File: config.mk
export PLATFORM = sky130hd
export DESIGN_NAME = prt_top
export DESIGN_NICKNAME = d
export VERILOG_FILES = /design/src/logic/prt_pkg.sv /design/src/logic/prt_top.sv /design/src/logic/prt_tick.sv /design/src/logic/prt_hold.sv
export SDC_FILE = /design/constraint.sdc
export NUM_CORES = 1
export LEC_CHECK = 0
export ABC_AREA = 1
export BUFFER_PORTS_ARGS = -buffer_cell sky130_fd_sc_hd__buf_4
export CAP_MARGIN = 20
export CORE_MARGIN = 10
export CORE_UTILIZATION = 57
export CTS_CLUSTER_DIAMETER = 30
export CTS_CLUSTER_SIZE = 14
export DETAILED_ROUTE_END_ITERATION = 10
export MAX_ROUTING_LAYER = met4
export PLACE_DENSITY = 0.8
export RECOVER_POWER = 100
export SYNTH_ARGS = -nofsm -noshare
export SYNTH_HDL_FRONTEND = slang
export SYNTH_SLANG_ARGS = --single-unit
File: constraint.sdc
create_clock -name aclk -period 2.1 [get_ports aclk]
set_input_delay 0.105 -clock aclk [delete_from_list [all_inputs] [get_ports aclk]]
set_output_delay 0.105 -clock aclk [all_outputs]
set_load 0.03 [all_outputs]
File: src/logic/prt_pkg.sv
// shared constants and types of the relay trip, reset and test logic
package prt_pkg;
    localparam int unsigned CLK_HZ   = 50_000_000;
    localparam int unsigned MS_PER_S = 1000;
    localparam int unsigned CYC_MS   = CLK_HZ / MS_PER_S;
    localparam int unsigned TW       = 16;
    // times in their own units, then in millisecond ticks
    localparam int unsigned HOLD_S   = 3;
    localparam int unsigned AUTO_S   = 3;
    localparam int unsigned WAIT_S   = 30;
    localparam int unsigned PAUSE_S  = 1;
    localparam int unsigned SELF_S   = 1;
    localparam int unsigned PULSE_MS = 150;
    localparam logic [TW-1:0] HOLD_T  = TW'(HOLD_S * MS_PER_S);
    localparam logic [TW-1:0] AUTO_T  = TW'(AUTO_S * MS_PER_S);
    localparam logic [TW-1:0] WAIT_T  = TW'(WAIT_S * MS_PER_S);
    localparam logic [TW-1:0] PAUSE_T = TW'(PAUSE_S * MS_PER_S);
    localparam logic [TW-1:0] SELF_T  = TW'(SELF_S * MS_PER_S);
    localparam logic [TW-1:0] PULSE_T = TW'(PULSE_MS);
    localparam int unsigned BLINK_BIT = 8;
    // currents in mA, fundamental magnitude
    localparam logic [15:0] PWR1_MA  = 16'h015E;
    localparam logic [15:0] PWR2_MA  = 16'h00DC;
    localparam logic [15:0] PWR3_MA  = 16'h00AA;
    localparam logic [15:0] PH5_MA   = 16'h0032;
    localparam logic [15:0] EF2_MA   = 16'h0014;
    localparam logic [15:0] TEST_MA  = 16'h03E8;
    localparam logic [15:0] PICK_RST = 16'h01F4;
    // register byte addresses
    localparam logic [7:0] REG_CTRL = 8'h00;
    localparam logic [7:0] REG_PICK = 8'h04;
    localparam logic [7:0] REG_TEST = 8'h08;
    localparam logic [7:0] REG_CMD  = 8'h0C;
    localparam logic [7:0] REG_STAT = 8'h10;
    // control field positions
    localparam int unsigned C_FAST  = 0;
    localparam int unsigned C_AUTO  = 1;
    localparam int unsigned C_LED   = 2;
    localparam int unsigned C_EFALM = 3;
    localparam int unsigned C_BLK   = 4;
    localparam logic [7:0] CTRL_RST = 8'h04;
    localparam logic [15:0] PASS_DEF = 16'h1234; // arbitrary
    localparam logic [1:0] RESP_OK  = 2'h0;
    localparam logic [1:0] RESP_DEC = 2'h3;
    typedef enum logic [3:0] {
        T_IDLE = 4'h0, T_WAIT = 4'h1, T_PULSE = 4'h2, T_PAUSE1 = 4'h3,
        T_SELF = 4'h4, T_PAUSE2 = 4'h5, T_PROMPT = 4'h6, T_REMOVE = 4'h7,
        T_STOP = 4'h8
    } prt_test_t;
    typedef enum logic [3:0] {
        M_NONE = 4'h0, M_DATE = 4'h1, M_EXT = 4'h2, M_SET = 4'h3, M_RUN = 4'h4,
        M_PRESS = 4'h5, M_REMOVE = 4'h6, M_STOP = 4'h7, M_TRIP = 4'h8,
        M_WAIT = 4'h9
    } prt_msg_t;
endpackage

File: src/logic/prt_top.sv
// relay trip, reset, fault-memory clear and output test logic with AXI4-Lite registers
// Operation
// - immediate fast trip: trip when any phase current can power the relay
// - after-pickup fast trip: trip only while current exceeds pickup threshold
// - blocking input suppresses each element whose block bit is set; ef_alarm still fires while blocked
// - reset-mode bit selects automatic or manual clearing of LED and relay 1
// - manual: display on, select held 3 s clears message, LED, relay 1
// - current-powered auto reset thresholds 0.35/0.22/0.17 A for 1/2/3 phases
// - with aux supply auto reset needs phase >5% and earth >2% of In
// - auto reset acts only 3 s after a trip
// - auto mode and current-powered: show date and time, not fault memory
// - external reset clears relay and LED, message held while active
// - serial software reset acts exactly as manual reset
// - minus and select held 3 s erase the fault memory
// - test entry only on battery, no current, correct password
// - no test current within 30 s: leave test, show settings message
// - test starts at 1 A test current and shows running message
// - protection inhibited throughout the relay test
// - pulse output, alarm and flags for 150 ms together; alarm stays on
// - pause 1 s, self-test relay 1 s, pause 1 s, then blink and prompt
// - select press drops alarm and self-test relays, LED off, prompt removal
// - test current too low for the coil aborts test with stopped message
// - overcurrent and high set stage share the trip; first one trips
// - only the fundamental from the fourier_filter is evaluated
// - alarm-only ground_fault_stage fires neither latch nor LED
// - trip-LED bit selects flashing or inactive indicator
//
// Implementation choices: the AXI4-Lite register port and the register addresses.
`timescale 1ns/1ps
module prt_top
    import prt_pkg::*;
#(
    parameter int unsigned    DIV  = CYC_MS,
    parameter logic [TW-1:0]  HOLD = HOLD_T,
    parameter logic [TW-1:0]  WAIT = WAIT_T
) (
    input  wire logic        aclk,          // 50 MHz clock
    input  wire logic        aresetn,       // sync reset, low
    input  wire logic        s_axi_awvalid, // write address valid
    output logic             s_axi_awready, // write address ready
    input  wire logic [7:0]  s_axi_awaddr,  // write byte address
    input  wire logic        s_axi_wvalid,  // write data valid
    output logic             s_axi_wready,  // write data ready
    input  wire logic [31:0] s_axi_wdata,   // write data
    input  wire logic [3:0]  s_axi_wstrb,   // byte enables
    output logic             s_axi_bvalid,  // write response valid
    input  wire logic        s_axi_bready,  // write response ready
    output logic [1:0]       s_axi_bresp,   // write response
    input  wire logic        s_axi_arvalid, // read address valid
    output logic             s_axi_arready, // read address ready
    input  wire logic [7:0]  s_axi_araddr,  // read byte address
    output logic             s_axi_rvalid,  // read data valid
    input  wire logic        s_axi_rready,  // read data ready
    output logic [31:0]      s_axi_rdata,   // read data
    output logic [1:0]       s_axi_rresp,   // read response
    input  wire logic [15:0] ph1_ma,        // phase 1 fundamental, mA
    input  wire logic [15:0] ph2_ma,        // phase 2 fundamental, mA
    input  wire logic [15:0] ph3_ma,        // phase 3 fundamental, mA
    input  wire logic [15:0] earth_ma,      // earth fundamental, mA
    input  wire logic        aux_supply,    // auxiliary supply present
    input  wire logic        fast_trip_in,  // fast-trip input energized
    input  wire logic        block_in,      // blocking input energized
    input  wire logic        ext_reset_in,  // external reset voltage
    input  wire logic        oc_timeout,    // overcurrent_delay expired
    input  wire logic        sc_timeout,    // high set stage expired
    input  wire logic        ef_timeout,    // ground_fault_stage expired
    input  wire logic        efh_timeout,   // ground_high_current_stage expired
    input  wire logic        display_on,    // display active
    input  wire logic        key_select,    // select/reset key
    input  wire logic        key_minus,     // minus key
    output logic             trip_pulse,    // pulse trip output
    output logic             relay1,        // latched output relay 1
    output logic             trip_led,      // trip LED drive
    output logic             alarm_relay,   // alarm relay
    output logic             flag_ind,      // flag indicators
    output logic             selftest_relay,// self-test relay
    output logic             ef_alarm,      // alarm-only earth event
    output logic             prot_inhibit,  // protection inhibited
    output logic             fault_clear,   // fault memory erase pulse
    output prt_msg_t         msg            // display message
);
    logic          tick;
    logic          man_done;
    logic          fm_done;
    logic [7:0]    ctrl;
    logic [15:0]   pickup;
    logic          test_req;
    logic          sw_rst;
    logic          led_on;
    logic [TW-1:0] ms_cnt;
    logic [TW-1:0] since;
    logic [TW-1:0] tcnt;
    prt_test_t     tst;
    prt_test_t     next_tst;
    logic          aw_hold;
    logic          w_hold;
    logic [7:0]    aw_addr;
    logic [31:0]   w_data;
    logic [3:0]    w_strb;
    logic          wr_do;
    logic          cur_pwr;
    logic          reset_ok;
    logic          over_pick;
    logic          no_cur;
    logic          test_cur;
    logic          trip_req;
    logic          clear;
    logic          auto_rst;
    logic [1:0]    n_pwr2;

    prt_tick #(.DIV(DIV)) u_tick (
        .aclk    (aclk),
        .aresetn (aresetn),
        .tick    (tick)
    );
    prt_hold #(.HOLD(HOLD)) u_man (
        .aclk    (aclk),
        .aresetn (aresetn),
        .tick    (tick),
        .cond    (display_on && key_select && !key_minus),
        .done    (man_done)
    );
    prt_hold #(.HOLD(HOLD)) u_fmem (
        .aclk    (aclk),
        .aresetn (aresetn),
        .tick    (tick),
        .cond    (key_select && key_minus),
        .done    (fm_done)
    );

    // inputs are fundamental magnitudes from the fourier_filter
    always_comb
    begin
        n_pwr2 = 2'(ph1_ma >= PWR2_MA) + 2'(ph2_ma >= PWR2_MA) + 2'(ph3_ma >= PWR2_MA);
        cur_pwr = (ph1_ma >= PWR1_MA) || (ph2_ma >= PWR1_MA) || (ph3_ma >= PWR1_MA)
            || (n_pwr2 >= 2'h2)
            || ((ph1_ma >= PWR3_MA) && (ph2_ma >= PWR3_MA) && (ph3_ma >= PWR3_MA));
        reset_ok = aux_supply ? ((ph1_ma > PH5_MA) || (ph2_ma > PH5_MA) || (ph3_ma > PH5_MA))
            && (earth_ma > EF2_MA) : cur_pwr;
        over_pick = (ph1_ma > pickup) || (ph2_ma > pickup) || (ph3_ma > pickup);
        no_cur = (ph1_ma == 16'h0) && (ph2_ma == 16'h0) && (ph3_ma == 16'h0);
        test_cur = (ph1_ma >= TEST_MA) || (ph2_ma >= TEST_MA) || (ph3_ma >= TEST_MA);
    end

    always_comb
    begin
        trip_req = !prot_inhibit && (
            (fast_trip_in && (ctrl[C_FAST] ? over_pick : cur_pwr))
            || (oc_timeout && !(block_in && ctrl[C_BLK]))
            || (sc_timeout && !(block_in && ctrl[C_BLK+1]))
            || (efh_timeout && !(block_in && ctrl[C_BLK+3]))
            || (ef_timeout && !(block_in && ctrl[C_BLK+2]) && !ctrl[C_EFALM]));
        auto_rst = ctrl[C_AUTO] && reset_ok && (since >= AUTO_T);
        clear = man_done || sw_rst || ext_reset_in || auto_rst;
    end

    // ms time base and time since the last trip
    always_ff @(posedge aclk)
    begin
        if (!aresetn)
        begin
            ms_cnt <= '0;
            since  <= AUTO_T;
        end
        else
        begin
            if (tick)
                ms_cnt <= ms_cnt + TW'(1);
            if (trip_req)
                since <= '0;
            else if (tick && since != AUTO_T)
                since <= since + TW'(1);
        end
    end

    // trip latch and indicator; a trip wins over any clear request, aresetn wins over a trip
    always_ff @(posedge aclk)
    begin
        if (!aresetn)
        begin
            relay1   <= 1'b0;
            led_on   <= 1'b0;
            ef_alarm <= 1'b0;
        end
        else
        begin
            ef_alarm <= ef_timeout && ctrl[C_EFALM] && !prot_inhibit;
            if (trip_req)
            begin
                relay1 <= 1'b1;
                led_on <= ctrl[C_LED];
            end
            else if (clear)
            begin
                relay1 <= 1'b0;
                led_on <= 1'b0;
            end
        end
    end

    always_comb
    begin
        next_tst = tst;
        unique case (tst)
            T_IDLE:   if (test_req && !aux_supply && no_cur) next_tst = T_WAIT;
            T_WAIT:   if (test_cur) next_tst = T_PULSE;
                      else if (tick && tcnt == WAIT - TW'(1)) next_tst = T_IDLE;
            T_PULSE:  if (!test_cur) next_tst = T_STOP;
                      else if (tick && tcnt == PULSE_T - TW'(1)) next_tst = T_PAUSE1;
            T_PAUSE1: if (tick && tcnt == PAUSE_T - TW'(1)) next_tst = T_SELF;
            T_SELF:   if (tick && tcnt == SELF_T - TW'(1)) next_tst = T_PAUSE2;
            T_PAUSE2: if (tick && tcnt == PAUSE_T - TW'(1)) next_tst = T_PROMPT;
            T_PROMPT: if (key_select) next_tst = T_REMOVE;
            T_REMOVE: if (no_cur) next_tst = T_IDLE;
            T_STOP:   if (no_cur) next_tst = T_IDLE;
            default:  next_tst = T_IDLE;
        endcase
    end

    always_ff @(posedge aclk)
    begin
        if (!aresetn)
        begin
            tst  <= T_IDLE;
            tcnt <= '0;
        end
        else
        begin
            tst <= next_tst;
            if (next_tst != tst)
                tcnt <= '0;
            else if (tick)
                tcnt <= tcnt + TW'(1);
        end
    end

    // test outputs and protection drive
    always_ff @(posedge aclk)
    begin
        if (!aresetn)
        begin
            trip_pulse     <= 1'b0;
            flag_ind       <= 1'b0;
            alarm_relay    <= 1'b0;
            selftest_relay <= 1'b0;
            prot_inhibit   <= 1'b0;
            trip_led       <= 1'b0;
            fault_clear    <= 1'b0;
        end
        else
        begin
            prot_inhibit   <= next_tst != T_IDLE;
            flag_ind       <= next_tst == T_PULSE;
            trip_pulse     <= next_tst == T_PULSE || trip_req;
            selftest_relay <= next_tst == T_SELF;
            if (next_tst == T_PULSE)
                alarm_relay <= 1'b1;
            else if (next_tst == T_IDLE || next_tst == T_REMOVE)
                alarm_relay <= 1'b0;
            trip_led <= (next_tst == T_PROMPT || (led_on && !clear && tst == T_IDLE))
                && ms_cnt[BLINK_BIT];
            fault_clear <= fm_done;
        end
    end

    always_ff @(posedge aclk)
    begin
        if (!aresetn)
            msg <= M_NONE;
        else if (tst == T_WAIT)
            msg <= M_WAIT;
        else if (tst == T_PULSE || tst == T_PAUSE1 || tst == T_SELF || tst == T_PAUSE2)
            msg <= M_RUN;
        else if (tst == T_PROMPT)
            msg <= M_PRESS;
        else if (tst == T_REMOVE)
            msg <= M_REMOVE;
        else if (tst == T_STOP)
            msg <= M_STOP;
        else if (ext_reset_in)
            msg <= M_EXT;
        else if (msg == M_WAIT)
            msg <= M_SET;
        else if (man_done || sw_rst)
            msg <= M_NONE;
        else if (relay1 && !(ctrl[C_AUTO] && cur_pwr))
            msg <= M_TRIP;
        else if (ctrl[C_AUTO] && cur_pwr)
            msg <= M_DATE;
        else if (msg == M_EXT)
            msg <= M_NONE;
    end

    // AXI4-Lite write channel
    assign wr_do = aw_hold && w_hold && !s_axi_bvalid;
    always_ff @(posedge aclk)
    begin
        if (!aresetn)
        begin
            aw_hold       <= 1'b0;
            w_hold        <= 1'b0;
            s_axi_awready <= 1'b1;
            s_axi_wready  <= 1'b1;
            s_axi_bvalid  <= 1'b0;
            s_axi_bresp   <= RESP_OK;
            aw_addr       <= 8'h00;
            w_data        <= 32'h0;
            w_strb        <= 4'h0;
        end
        else
        begin
            if (s_axi_awvalid && s_axi_awready)
            begin
                aw_hold       <= 1'b1;
                aw_addr       <= s_axi_awaddr;
                s_axi_awready <= 1'b0;
            end
            if (s_axi_wvalid && s_axi_wready)
            begin
                w_hold       <= 1'b1;
                w_data       <= s_axi_wdata;
                w_strb       <= s_axi_wstrb;
                s_axi_wready <= 1'b0;
            end
            if (wr_do)
            begin
                s_axi_bvalid <= 1'b1;
                s_axi_bresp  <= (aw_addr == REG_CTRL || aw_addr == REG_PICK
                    || aw_addr == REG_TEST || aw_addr == REG_CMD) ? RESP_OK : RESP_DEC;
            end
            if (s_axi_bvalid && s_axi_bready)
            begin
                s_axi_bvalid  <= 1'b0;
                aw_hold       <= 1'b0;
                w_hold        <= 1'b0;
                s_axi_awready <= 1'b1;
                s_axi_wready  <= 1'b1;
            end
        end
    end

    // software-written settings and one-cycle commands
    always_ff @(posedge aclk)
    begin
        if (!aresetn)
        begin
            ctrl     <= CTRL_RST;
            pickup   <= PICK_RST;
            test_req <= 1'b0;
            sw_rst   <= 1'b0;
        end
        else
        begin
            test_req <= wr_do && aw_addr == REG_TEST && (&w_strb[1:0])
                && w_data[15:0] == PASS_DEF;
            sw_rst   <= wr_do && aw_addr == REG_CMD && w_strb[0] && w_data[0];
            if (wr_do && aw_addr == REG_CTRL && w_strb[0])
                ctrl <= w_data[7:0];
            if (wr_do && aw_addr == REG_PICK && w_strb[0])
                pickup[7:0] <= w_data[7:0];
            if (wr_do && aw_addr == REG_PICK && w_strb[1])
                pickup[15:8] <= w_data[15:8];
        end
    end

    // AXI4-Lite read channel
    always_ff @(posedge aclk)
    begin
        if (!aresetn)
        begin
            s_axi_arready <= 1'b1;
            s_axi_rvalid  <= 1'b0;
            s_axi_rdata   <= 32'h0;
            s_axi_rresp   <= RESP_OK;
        end
        else if (s_axi_arvalid && s_axi_arready)
        begin
            s_axi_arready <= 1'b0;
            s_axi_rvalid  <= 1'b1;
            s_axi_rresp   <= RESP_OK;
            unique case (s_axi_araddr)
                REG_CTRL: s_axi_rdata <= {24'h0, ctrl};
                REG_PICK: s_axi_rdata <= {16'h0, pickup};
                REG_TEST: s_axi_rdata <= 32'h0;
                REG_CMD:  s_axi_rdata <= 32'h0;
                REG_STAT: s_axi_rdata <= {21'h0, msg, tst, relay1, led_on, prot_inhibit};
                default:
                begin
                    s_axi_rdata <= 32'h0;
                    s_axi_rresp <= RESP_DEC;
                end
            endcase
        end
        else if (s_axi_rvalid && s_axi_rready)
        begin
            s_axi_rvalid  <= 1'b0;
            s_axi_arready <= 1'b1;
        end
    end

    a_fast_imm: assert property (@(posedge aclk) disable iff (!aresetn)
        !ctrl[C_FAST] && fast_trip_in && cur_pwr && !prot_inhibit |=> relay1 && trip_pulse)
        else $error("immediate fast trip missed");
    a_fast_pick: assert property (@(posedge aclk) disable iff (!aresetn)
        ctrl[C_FAST] && fast_trip_in && over_pick && !prot_inhibit |=> relay1)
        else $error("after-pickup fast trip missed");
    a_auto_wait: assert property (@(posedge aclk) disable iff (!aresetn)
        relay1 && since < AUTO_T && !man_done && !sw_rst && !ext_reset_in |=> relay1)
        else $error("auto reset before delay");
    a_ext_clear: assert property (@(posedge aclk) disable iff (!aresetn)
        ext_reset_in && !trip_req |=> !relay1 && !led_on)
        else $error("external reset did not clear");
    a_test_tmo: assert property (@(posedge aclk) disable iff (!aresetn)
        tst == T_WAIT && !test_cur && tick && tcnt == WAIT - TW'(1)
        |=> tst == T_IDLE ##1 msg == M_SET)
        else $error("test timeout not taken");
    a_inhibit: assert property (@(posedge aclk) disable iff (!aresetn)
        tst != T_IDLE && !relay1 |=> !relay1)
        else $error("trip during relay test");
    a_alarm_hold: assert property (@(posedge aclk) disable iff (!aresetn)
        $fell(flag_ind) && tst == T_PAUSE1 |-> alarm_relay && !trip_pulse)
        else $error("alarm dropped after pulse");
    a_sel_drop: assert property (@(posedge aclk) disable iff (!aresetn)
        tst == T_PROMPT && key_select |=> tst == T_REMOVE ##1 !alarm_relay && !selftest_relay)
        else $error("select did not drop relays");
    a_test_stop: assert property (@(posedge aclk) disable iff (!aresetn)
        tst == T_PULSE && !test_cur |=> tst == T_STOP ##1 msg == M_STOP)
        else $error("low test current not stopped");
endmodule

File: src/logic/prt_tick.sv
// free-running millisecond tick from the system clock
`timescale 1ns/1ps
module prt_tick #(
    parameter int unsigned DIV = 50000
) (
    input  wire logic aclk,    // system clock
    input  wire logic aresetn, // sync reset, low
    output logic      tick     // one-cycle pulse per ms
);
    logic [31:0] cnt;

    always_ff @(posedge aclk)
    begin
        if (!aresetn)
        begin
            cnt  <= 32'h0;
            tick <= 1'b0;
        end
        else if (cnt == 32'(DIV - 1))
        begin
            cnt  <= 32'h0;
            tick <= 1'b1;
        end
        else
        begin
            cnt  <= cnt + 32'h1;
            tick <= 1'b0;
        end
    end
endmodule

File: src/logic/prt_hold.sv
// key hold timer: one pulse once a condition has held for HOLD ticks
`timescale 1ns/1ps
module prt_hold
    import prt_pkg::*;
#(
    parameter logic [TW-1:0] HOLD = HOLD_T
) (
    input  wire logic aclk,    // system clock
    input  wire logic aresetn, // sync reset, low
    input  wire logic tick,    // ms tick
    input  wire logic cond,    // keys held
    output logic      done     // one-cycle pulse
);
    logic [TW-1:0] cnt;
    logic          fired;

    always_ff @(posedge aclk)
    begin
        if (!aresetn || !cond)
        begin
            cnt   <= '0;
            fired <= 1'b0;
            done  <= 1'b0;
        end
        else
        begin
            done <= 1'b0;
            if (tick && !fired)
            begin
                if (cnt == HOLD - TW'(1))
                begin
                    fired <= 1'b1;
                    done  <= 1'b1;
                end
                cnt <= cnt + TW'(1);
            end
        end
    end
endmodule

* After elaboration in Yosys (flattened, before gate mapping) *
Index checks and enable logic that the tools add are counted.

cells by class
  magnitude comparators = 21
  reductions and logical operators = 126
  mux-type cells = 41
  equal/unequal tests = 30
  add/subtract/negate cells = 8
  bitwise gates (word level) = 3

operator list
  operator                                                                                number
  16-bit by 8-bit greater-or-equal comparator with 1-bit output (second input constant)   6
  4-bit two-way mux                                                                       21
  16-bit by 1-bit adder with 16-bit output (second input constant)                        5
  1-bit logical AND                                                                       54
  16-bit by 10-bit greater-or-equal comparator with 1-bit output (second input constant)  3
  16-bit by 9-bit greater-or-equal comparator with 1-bit output (second input constant)   3
  16-bit greater-than comparator                                                          3
  16-bit by 6-bit greater-than comparator with 1-bit output (second input constant)       3
  16-bit logical NOT                                                                      3
  16-bit case mux with 3 select lines                                                     1
  32-bit by 1-bit adder with 32-bit output (second input constant)                        1
  16-bit by 12-bit equality test with 1-bit output (second input constant)                2
  32-bit by 16-bit equality test with 1-bit output (second input constant)                1
  8-bit by 4-bit equality test with 1-bit output (second input constant)                  4
  4-bit case mux with 8 select lines                                                      1
  4-bit by 3-bit equality test with 1-bit output (second input constant)                  7
  1-bit logical OR                                                                        28
  12-bit two-way mux                                                                      2
  16-bit by 10-bit equality test with 1-bit output (second input constant)                1
  16-bit by 13-bit equality test with 1-bit output (second input constant)                1
  16-bit by 15-bit equality test with 1-bit output (second input constant)                1
  16-bit by 8-bit equality test with 1-bit output (second input constant)                 1
  4-bit by 2-bit equality test with 1-bit output (second input constant)                  4
  8-bit by 3-bit equality test with 1-bit output (second input constant)                  2
  25 further kinds                                                                        71

word-level totals
  output and inout port bits = 54
  input port bits = 134
  logic and storage cells = 273
  register bits = 230

* Longest topological paths before layout *
Gate-level depths: netlist (run 1).

  depth in word-level cells = 18
  gate-level depth with buffers = 20
  mapped depth without buffers = 20

* By module *
Synthesis (run 1) repeated with hierarchy kept, for this count alone.

second synthesis, totals
  cell total of the unflattened synthesis = 1820
  area total of the unflattened synthesis = 12109.1 µm²

by module, submodules not included
  module    cells each  seq. area each (µm²)  times used  area an instance (µm²)
  prt_top   1217        2722.6                1           8299.2
  prt_tick  321         660.6                 1           1930.6
  prt_hold  141         360.3                 2           939.7

* Worst setup path before layout (run 1) *
Ideal clock, no wire load.

  kind = reg-to-reg
  from = reg u_tick.cnt[0]
  to = reg u_tick.cnt[20]
  period minus slack after synthesis = 1.923 ns
  library setup time = 0.110 ns
  path buffers = 0
  required time = 1.990 ns
  path slack = 0.177 ns
  stages on the path, launching flop included = 14
  arrival time = 1.812 ns
  path through = dfxtp_1 -> ha_1 -> nand3_1 -> nor2_2 -> nand2_2 -> nor2_4 -> nand4_1 -> nor2_1 -> nand2_1 -> nor2_1 -> nand4_1 -> or2_0 -> nand3_1 -> inv_1

on the way
  longest elaborated chain between the ends = 2

RTL lines
  what                                                                              RTL line        RTL
  from (decl)                                                                       prt_tick.sv:10  logic [31:0] cnt;
  from (signal assigned)                                                            prt_tick.sv:26  cnt <= cnt + 32'h1;
  branches (longest 2 deep; another with 32-bit by 1-bit adder with 32-bit output)  -

Parallel ways; which one is timed is not known.
A chain may end at the register's enable or synchronous reset.

* Final worst setup path (run 1) *
  from = reg pickup[14]
  to = reg since[7]

on the way
  longest elaborated chain between the ends = 11

RTL lines
  what                                                             RTL line        RTL
  from (decl)                                                      prt_top.sv:86   logic [15:0] pickup;
  from (signal assigned)                                           prt_top.sv:362  pickup[15:8] <= w_data[15:8];
  16-bit greater-than comparator                                   prt_top.sv:140  over_pick = (ph1_ma > pickup) || (ph2_ma > pickup) || (ph3_ma > pickup);
  1-bit logical OR                                                 prt_top.sv:140
  1-bit logical OR (*)                                             prt_top.sv:140
  1-bit two-way mux (*)                                            prt_top.sv:148  (fast_trip_in && (ctrl[C_FAST] ? over_pick : cur_pwr))
  1-bit logical AND (*)                                            prt_top.sv:148
  1-bit logical OR (*)                                             prt_top.sv:149  || (oc_timeout && !(block_in && ctrl[C_BLK]))
  1-bit logical OR (*)                                             prt_top.sv:150  || (sc_timeout && !(block_in && ctrl[C_BLK+1]))
  1-bit logical OR (*)                                             prt_top.sv:151  || (efh_timeout && !(block_in && ctrl[C_BLK+3]))
  1-bit logical OR (*)                                             prt_top.sv:152  || (ef_timeout && !(block_in && ctrl[C_BLK+2]) && !ctrl[C_EFALM]));
  1-bit logical AND (*)                                            prt_top.sv:147  trip_req = !prot_inhibit && (
  12-bit two-way mux / 2-bit nonzero test (equally long branches)  -
  to (signal assigned)                                             prt_top.sv:172  since <= since + TW'(1);
  to (decl)                                                        prt_top.sv:91   logic [TW-1:0] since;

Every way passes the cells marked *; elsewhere a longest branch is shown, timed or not.

==> results of run 1 <==
through the flow:
stage / setup TNS, ns / hold slack (ns)
6_report: -0.153 / 0.0277
5_1_grt: -2.25 / 0.0548
4_1_cts: -0.0176 / 0.0129
3_5_place_dp: -1.71 / 0.370
3_3_place_gp: -0.697 / 0.357
2_1_floorplan: 0 / 0.247
Yosys cell counts (3+ instances only):
master,count,area (um^2)
nand3_1,86,430
o21ai_0,93,465
nor3_1,57,285
nand2_1,322,1210
buf_4,18,135
a21o_1,3,22.5
o21a_1,6,45.0
nor2_1,217,815
o22ai_1,6,37.5
o221ai_1,5,43.8
nor3_2,5,50.1
inv_2,3,11.3
xnor2_1,10,87.6
o211ai_1,9,67.6
and3_1,4,25.0
nor2_4,17,191
a21oi_1,127,636
nor3b_1,6,45.0
nor4_1,21,131
inv_1,234,878
dfxtp_1,205,4100
nand2_2,10,62.6
nand4_1,50,313
buf_1,4,15.0
ha_1,57,713
xor2_1,35,307
clkbuf_1,28,105
nand3_2,4,40.0
nor2_2,9,56.3
metal layers:
metal | part of all wire | wire length [um] | up-vias
li1 | - | - | 6152
met1 | 0.39 | 15300 | 5790
met2 | 0.48 | 18500 | 595
met3 | 0.088 | 3420 | 122
met4 | 0.041 | 1570 | 0
met5 | 0 | 0 | -
state kept, by name, indices dropped and copies added, names as in the netlist, 2 cells and up:
name and flops:
u_tick.cnt 32, pickup 16, s_axi_rdata 16, since 16
tcnt 16, u_fmem.cnt 16, u_man.cnt 16, w_data 16
ms_cnt 9, aw_addr 8, ctrl 8, msg 4
tst 4, w_strb 2
timing repair:
item / 4_1_cts / 5_1_grt
pin swaps: 1 / 48
endpoints found under the setup margin: 34 / 64
setup buffers: 0 / 21
hold buffers: 42 / 0
gates resized for setup: 7 / 133
endpoints found under the hold margin: 38 / 0
critical path: stages, from the launching register on:
cell and delay (ns):
dfxtp_2 0.36, inv_4 0.07, ha_4 0.28, nand2_4 0.06, nor2_4 0.12, nand2_2 0.07
nor2_2 0.13, nand2_1 0.07, nand4_1 0.07, nand2_1 0.07, nand2_1 0.09, inv_1 0.04
nand2_1 0.05, nand2_1 0.06, nand2_2 0.11, nand2_4 0.08, buf_6 0.14, nand3_2 0.05
nand3_2 0.07
cell type report:
| cell class | instances | area share |
|---|---|---|
| well taps | 270 | 0.0212 |
| multi-input cells | 1202 | 0.429 |
| inverters | 238 | 0.0575 |
| repair buffers | 321 | 0.149 |
| clock inverters | 18 | 0.0143 |
| clock buffers | 52 | 0.0693 |
| flip-flops and latches | 205 | 0.259 |
| diodes | 2 | 0.000314 |
cell families after synthesis:
kind of cell	count (synthesis)
other	1
flip-flops	205
XOR/XNOR	45
adder cells (fa/ha/maj)	57
AND/OR/NAND/NOR	821
AO/OA/AOI/OAI	263
buffers and inverters	292
cells in the final DEF (no fill, tap or decap), types with 9 or more instances in the layout:
| cell type | Yosys | layout |
|---|---|---|
| nand2_1 | 322 | 309 |
| buf_4 | 18 | 227 |
| inv_1 | 234 | 219 |
| nor2_1 | 217 | 200 |
| dfxtp_1 | 205 | 185 |
| a21oi_1 | 127 | 123 |
| o21ai_0 | 93 | 91 |
| nand3_1 | 86 | 80 |
| nor3_1 | 57 | 53 |
| nand4_1 | 50 | 51 |
| clkbuf_1 | 28 | 49 |
| dlygate4sd3_1 | 0 | 42 |
| clkbuf_16 | 0 | 40 |
| ha_1 | 57 | 38 |
| xor2_1 | 35 | 35 |
| nor2_4 | 17 | 23 |
| nor4_1 | 21 | 21 |
| nor2_2 | 9 | 20 |
| ha_4 | 0 | 19 |
| dfxtp_2 | 0 | 17 |
| nand2_2 | 10 | 16 |
| conb_1 | 1 | 16 |
| inv_2 | 3 | 11 |
| xnor2_1 | 10 | 10 |
| o211ai_1 | 9 | 9 |
how the worst max path moves through the flow:
stage / startpoint / end / slack (ns) / depth (start not counted)
floorplan: u_tick.cnt[0]$_SDFF_PP0_ / u_tick.cnt[20]$_SDFF_PP0_ / 0.18 / 13
global placement: ph3_ma[15] / since[0]$_SDFFE_PP0P_ / -0.07 / 19
detailed placement: ph1_ma[15] / since[10]$_SDFFE_PP0P_ / -0.13 / 19
CTS: pickup[15]$_SDFFE_PN0P_ / since[7]$_SDFFE_PN1P_ / -0.02 / 18
global route: s_axi_wready$_SDFFE_PP1P_ / w_data[9]$_SDFFE_PN0P_ / -0.16 / 5
finish: pickup[14]$_SDFFE_PN0P_ / since[7]$_SDFFE_PN1P_ / -0.05 / 18
power groups by stage:
stage | clock [mW] | sequential (mW) | combinational, mW
2_1_floorplan | 0 | 4.16 | 0.483
3_3_place_gp | 0 | 4.13 | 0.933
3_5_place_dp | 0 | 4.13 | 0.950
4_1_cts | 6.26 | 4.06 | 1.03
5_1_grt | 6.47 | 4.08 | 1.20
6_report | 6.23 | 4.07 | 1.11
==> qor.yml, run 1 <==
clk_latency_ns: 0.52
grt_busiest_layer: "met2"
fin_area_um2: 16000
io_pins: 188
switchingPower_mw: 2.76
period_share: 1.02
path_class: "reg2reg"
ir_drop_v: 0.000691
path_clk_slew_ns: 0.05
hold-path-endpoint: "s_axi_rresp[0]$_SDFFE_PN0P_"
rr_worst_depth: 18
setup_ws_ns: -0.0523
status: "finished with violations"
hold_class: "in2reg"
syn_inst: 1684
yosys.area_share.adder: 0.0614
met2_usage: 0.451
max_slew.worst_pin.slew_ns: 1.14
final-hold-violation-count: 0
finClkSkew_ns: 0.0181
cts_made_buffers: 39
power_density_nw_per_um2: 715
ant_nets: 0
regToRegStartpoint: "pickup[14]$_SDFFE_PN0P_"
muxShareOfSynthArea: 0
dp_slack_ns: -0.132
grt_use_total: 0.274
min_period_ns: 2.15
fp.dieH_um: 163
reg2reg_setup_slack_ns: -0.05
syn_area_um2: 11600
synth_top_family_by_area: "simple AND/OR/NAND/NOR gates"
max_freq_mhz: 465
synth.distinct_cells: 53
cts_buffer_depth: 3
cp.required_ns: 2.44
ys.flop_type: "dfxtp_1"
fillers: 1396
internal_power_mw: 8.64
wl_per_cell_um: 16.8
violations: "setup timing"
yosys_register_bits: 205
dpl.hpwl_um: 26400
p_sw_frac: 0.242
holdCritStartpoint: "s_axi_araddr[0]"
start_util: 0.576
cts_tree: "built"
rows: 52
power_frac_clock: 0.546
drc: 0
clkSinkCount: 205
synthSimpleGateAreaFrac: 0.326
chipWidth_um: 163
grt_pass1_wl_um: 58600
place_area_um2: 13700
rsz0062_at_grt: "yes"
nets: 2198
synth-xor-area-share: 0.0339
antenna_found_initial: 2
areaGrowthSynthToFinish_pct: 37.4
slew_headroom: 0.241
synth_edf_count: 0
final_cells: 2308
cts-root-buf: "clkbuf_16"
synth_area_per_cell_um2: 6.90
yosys_warnings: 0
synth_compound_area_frac: 0.123
end_kind: "register"
vias_per_cell: 5.48
grt_start_max_net_pins: 64
grtUsageMet3: 0.0569
startpoint_type: "register"
io_buffers: 153
gp_congestion: 0.991
ctsHtreeMaxLevel: 2
final_max_slew_viol_count: 0
met1_usage: 0.314
drt_iter0_drc: 1054
dp_cells: 2173
seqCellArea_um2: 4140
ys_seq_area_frac: 0.353
synth_async_sr_flop_share: 0
placeableCoreArea_um2: 20200
drv_cap: 0
die-area_um2: 26500
r2r-end: "since[7]$_SDFFE_PN1P_"
routed_wl_um: 38800
first_pass_iters: 5
combinationalPowerShare: 0.097
seqPwrFrac: 0.357
p_leak_nw: 6.87
grt.overflow.total: 0
cp.arrival_ns: 2.49
grt_pass1_vias: 11967
via_count: 12659
crit_fanout: 5
hold_depth: 5
utilization: 0.791
drive_gt1_frac: 0.225
multi_input_area_um2: 6840
setup_viol: 4
total_power_mw: 11.4
(Power assumes the default switching activity.)
==> inputs of run 2 (changes only) <==
BUFFER_PORTS_ARGS = -buffer_cell sky130_fd_sc_hd__clkbuf_2   (was -buffer_cell sky130_fd_sc_hd__buf_4)
==> qor.yml, run 2 (synthesis gave the netlist of run 1 again) <==
status: "finished with violations"
violations: "setup timing"
first_pass_iters: 7
grt_use_total: 0.264
io_buffers: 153
io_pins: 188
placeableCoreArea_um2: 20200
power_density_nw_per_um2: 729
path_clk_slew_ns: 0.05
dpl.hpwl_um: 25400
crit_slowest_cell: "dfxtp_1"
start_util: 0.576
final_max_slew_viol_count: 0
rows: 52
clkSinkCount: 205
ir_drop_v: 0.000699
clk_latency_ns: 0.51
cp_num_buf_inv: 2
die-area_um2: 26500
cp.required_ns: 2.49
crit_fanout: 6
hold-path-endpoint: "u_man.cnt[11]$_SDFFE_PP0P_"
largest_reg_flops: 32
holdCritStartpoint: "key_minus"
ctsHtreeMaxLevel: 2
rr_worst_depth: 12
final_cells: 2293
regToRegStartpoint: "tcnt[9]$_SDFFE_PP0P_"
end_kind: "register"
areaGrowthSynthToFinish_pct: 34.4
ant_nets: 0
timing.hold.ws_ns: 0.00838
period_share: 1.02
max_freq_mhz: 465
grt_pass1_wl_um: 56900
wl_per_cell_um: 16.1
nets: 2184
rsz0062_at_grt: "yes"
drive_gt1_frac: 0.240
antenna_found_initial: 0
via_count: 12681
max_slew.worst_pin.slew_ns: 0.645
grt_start_max_net_pins: 46
hold_depth: 4
cts_made_buffers: 38
mostFrequentLayoutCells: "nand2_1 (310), inv_1 (220), nor2_1 (201), dfxtp_1 (185), clkbuf_2 (153)"
cts_tree: "built"
drc: 0
cts-root-buf: "clkbuf_16"
critPathMaxStageDelay_ns: 0.40
chipWidth_um: 163
path_class: "reg2reg"
p_leak_nw: 6.95
cts_buffer_depth: 3
cp_cell_sequence: "inv_2 -> nor3_4 -> nand3_4 -> nand2_2 -> nand2_1 -> a21oi_2 -> o21ai_1 -> nor2_2 -> nand3_1 -> nand3_4 -> buf_12 -> nor2_4"
crit_family: "simple AND/OR/NAND/NOR gates"
layout_commonest_cell: "nand2_1"
gp_congestion: 1.06
fp.dieH_um: 163
r2r-end: "tcnt[8]$_SDFFE_PP0P_"
crit_top_cell: "nand3_4"
grt.overflow.total: 0
grt_pass1_vias: 11883
drt_iter0_drc: 1065
final-hold-violation-count: 0
min_period_ns: 2.15
hold_class: "in2reg"
largest_register: "u_tick.cnt"
routed_wl_um: 37000
startpoint_type: "register"
vias_per_cell: 5.53
finClkSkew_ns: 0.0117
setup_ws_ns: -0.0485
setup_viol: 16
reg2reg_setup_slack_ns: -0.05
cp.arrival_ns: 2.54
slew_headroom: 0.566
dp_cells: 2165
drv_cap: 0
-- run 2: changes by cell type in the layout (fill, tap and decap cells not counted), moves of 3 or more --
| cell | before | now |
|---|---|---|
| clkbuf_2 | 2 | 153 |
| ha_4 | 19 | 12 |
| ha_1 | 38 | 45 |
| buf_4 | 227 | 112 |
| nor3_2 | 7 | 4 |
| o21ai_1 | 3 | 7 |
| clkbuf_1 | 49 | 4 |
| o21ai_0 | 91 | 88 |
| dlygate4sd3_1 | 42 | 38 |
-- run 2: metal layers --
layer  GRT usage  vias to the layer above  part of all wire
met5           -                        -                 0
met4       0.111                        0             0.044
met3      0.0604                      153             0.097
met2       0.443                      678              0.48
met1       0.296                     5715              0.38
li1            -                     6135                 -
-- run 2: final cells by class --
cell class | count | area (um^2)
Antenna cell | 1 | 2.50
Clock buffer | 48 | 1060
Clock inverter | 21 | 292
Fill cell | 1383 | 4560
Inverter | 238 | 915
Multi-Input combinational cell | 1202 | 6800
Sequential cell | 205 | 4140
Tap cell | 270 | 338
Timing Repair Buffer | 308 | 2070
-- run 2: where the power goes --
group | switching, mW | total, mW | internal, mW
Clock | 2.08 | 6.31 | 4.23
Sequential | 0.0817 | 4.07 | 3.98
Combinational | 0.612 | 1.01 | 0.398
Total | 2.78 | 11.4 | 8.61
-- run 2: per-stage QoR --
| step | cell area (um^2) | setup TNS (ns) | power (mW) | utilization | setup WS (ns) |
|---|---|---|---|---|---|
| after floorplan | 11700 | 0 | 4.64 | - | 0.177 |
| after global placement | 13200 | -1.08 | 4.97 | 0.656 | -0.0682 |
| after detailed placement | 13200 | -2.13 | 5.00 | 0.656 | -0.127 |
| after CTS | 15000 | -0.00497 | 11.3 | 0.743 | -0.00497 |
| after global routing | 15600 | -3.87 | 11.7 | 0.774 | -0.166 |
| final | 15600 | -0.487 | 11.4 | 0.774 | -0.0485 |
-- run 2: timing repair --
| action | CTS | global route |
|---|---|---|
| cloned | 0 | 0 |
| pin swaps | 3 | 42 |
| endpoints found under the hold margin | 36 | 0 |
| hold buffers | 38 | 0 |
| buffers inserted | 0 | 20 |
| resized for setup | 14 | 116 |
| setup endpoints to repair | 37 | 59 |
-- run 2: how the worst max path moves through the flow --
stage | startpoint | end | slack (ns) | cells after the start
floorplan | u_tick.cnt[0]$_SDFF_PP0_ | u_tick.cnt[20]$_SDFF_PP0_ | 0.18 | 13
global placement | ph3_ma[15] | tcnt[2]$_SDFFE_PP0P_ | -0.07 | 15
detailed placement | ph1_ma[15] | msg[2]$_SDFFE_PP0P_ | -0.13 | 18
CTS | pickup[14]$_SDFFE_PN0P_ | since[11]$_SDFFE_PN1P_ | -0.005 | 18
global route | pickup[13]$_SDFFE_PN0P_ | since[11]$_SDFFE_PN1P_ | -0.17 | 18
finish | tcnt[9]$_SDFFE_PP0P_ | tcnt[8]$_SDFFE_PP0P_ | -0.05 | 12
-- run 2: worst register-to-register path, delay by kind of cell (launching register included) --
kind,cells,cell delay (ns)
buf+inv,2,0.28
simple gates,8,1.18
compound gates,2,0.18
flops,1,0.40
==> inputs of run 3 (changes only) <==
TNS_END_PERCENT = 20   (was default)
==> qor.yml, run 3 (synthesis gave the netlist of run 1 again) <==
crit_fanout: 6
clkSinkCount: 205
io_pins: 188
via_count: 12589
startpoint_type: "register"
crit_family: "simple AND/OR/NAND/NOR gates"
grt_pass1_vias: 11883
finClkSkew_ns: 0.0106
ir_drop_v: 0.000697
rows: 52
setup_viol: 16
ant_nets: 0
internal_power_mw: 8.61
critPathMaxStageDelay_ns: 0.40
max_slew.worst_pin.slew_ns: 0.664
place_area_um2: 13200
largest_reg_flops: 32
dpl.hpwl_um: 25400
p_leak_nw: 6.86
timing.hold.ws_ns: 0.00604
gp_congestion: 1.06
setup_ws_ns: -0.0455
largest_register: "u_tick.cnt"
path_clk_slew_ns: 0.05
cts_made_buffers: 38
switchingPower_mw: 2.78
ctsHtreeMaxLevel: 2
io_buffers: 153
mostFrequentLayoutCells: "nand2_1 (311), inv_1 (220), nor2_1 (207), dfxtp_1 (186), clkbuf_2 (153)"
drive_gt1_frac: 0.231
vias_per_cell: 5.51
cts-root-buf: "clkbuf_16"
first_pass_iters: 6
layout_commonest_cell: "nand2_1"
drt_iter0_drc: 1119
cp.arrival_ns: 2.53
areaGrowthSynthToFinish_pct: 33.2
cp_cell_sequence: "inv_2 -> nor3_4 -> nand3_4 -> nand2_2 -> nand2_1 -> a21oi_2 -> o21ai_1 -> nor2_2 -> nand3_1 -> nand3_4 -> buf_12 -> nor2_4"
status: "finished with violations"
drc: 0
clk_latency_ns: 0.51
period_share: 1.02
chipWidth_um: 163
seqPwrFrac: 0.357
hold_class: "in2reg"
start_util: 0.576
tns_ns: -0.441
fin_area_um2: 15500
grt_pass1_wl_um: 56900
min_period_ns: 2.15
cp_num_buf_inv: 2
wl_per_cell_um: 16.0
cts_buffer_depth: 3
startpoint: "tcnt[9]$_SDFFE_PP0P_"
nets: 2176
placeableCoreArea_um2: 20200
routed_wl_um: 36600
p_sw_frac: 0.244
max_freq_mhz: 466
final_max_slew_viol_count: 0
power_density_nw_per_um2: 736
slew_headroom: 0.554
rsz0062_at_grt: "yes"
final-hold-violation-count: 0
end_kind: "register"
grt.overflow.total: 0
drv_cap: 0
path_class: "reg2reg"
n_antenna_cell: 0
power_frac_clock: 0.555
fp.dieH_um: 163
die-area_um2: 26500
grt_start_max_net_pins: 46
regToRegStartpoint: "tcnt[9]$_SDFFE_PP0P_"
cp.required_ns: 2.49
grt_use_total: 0.264
holdCritStartpoint: "key_minus"
violations: "setup timing"
crit_slowest_cell: "dfxtp_1"
dp_slack_ns: -0.127
combinationalPowerShare: 0.089
cts_tree: "built"
antenna_found_initial: 0
crit_top_cell: "nand3_4"
[run 3: cell types whose count changed in the layout (fill, tap and decap cells not counted), sizes merged]
cell   change
buf        -8
diode      -1
[run 3: layer usage]
metal | global-route usage | part of all wire
met5 | - | 0
met4 | 0.111 | 0.044
met3 | 0.0604 | 0.089
met2 | 0.443 | 0.48
met1 | 0.296 | 0.39
[run 3: worst paths after layout]
kind,cells past startpoint,slack (ns),end
setup / recovery,12,-0.05,tcnt[8]$_SDFFE_PP0P_
hold reg to reg,2,0.42,fault_clear$_SDFF_PN0_
setup reg to reg,12,-0.05,tcnt[8]$_SDFFE_PP0P_
hold / removal,4,0.006,u_man.cnt[11]$_SDFFE_PP0P_
[run 3: worst min-delay path, delay by kind of cell]
family / cells / cell delay (ns)
AND/OR/NAND/NOR: 2 / 0.25
buffers and inverters: 2 / 0.12
[run 3: power groups by stage]
stage | logic, mW | registers [mW] | clock network, mW
2_1_floorplan | 0.483 | 4.16 | 0
3_3_place_gp | 0.838 | 4.13 | 0
3_5_place_dp | 0.862 | 4.13 | 0
4_1_cts | 0.935 | 4.06 | 6.35
5_1_grt | 1.10 | 4.07 | 6.57
6_report | 1.01 | 4.06 | 6.31
[run 3: layout make-up]
type	instances	area [um^2]
fill	1411	4690
tap	270	338
multi-input combinational	1202	6730
timing repair buffer	300	2010
sequential	205	4140
clock inverter	21	292
clock buffer	48	1060
inverter	238	915
[run 3: what timing repair did]
item	CTS	global route
resized for setup	14	98
setup buffers	0	12
hold endpoints to repair	36	0
gates cloned	0	0
hold buffers	38	0
endpoints found under the setup margin	37	59
pin swaps	3	31
[run 3: through the flow]
step	std cells	utilization	total power [mW]
5_1_grt	2284	0.767	11.7
3_3_place_gp	2165	0.656	4.97
4_1_cts	2272	0.743	11.3
3_5_place_dp	2165	0.656	5.00
2_1_floorplan	1699	-	4.64
6_report	2284	0.767	11.4
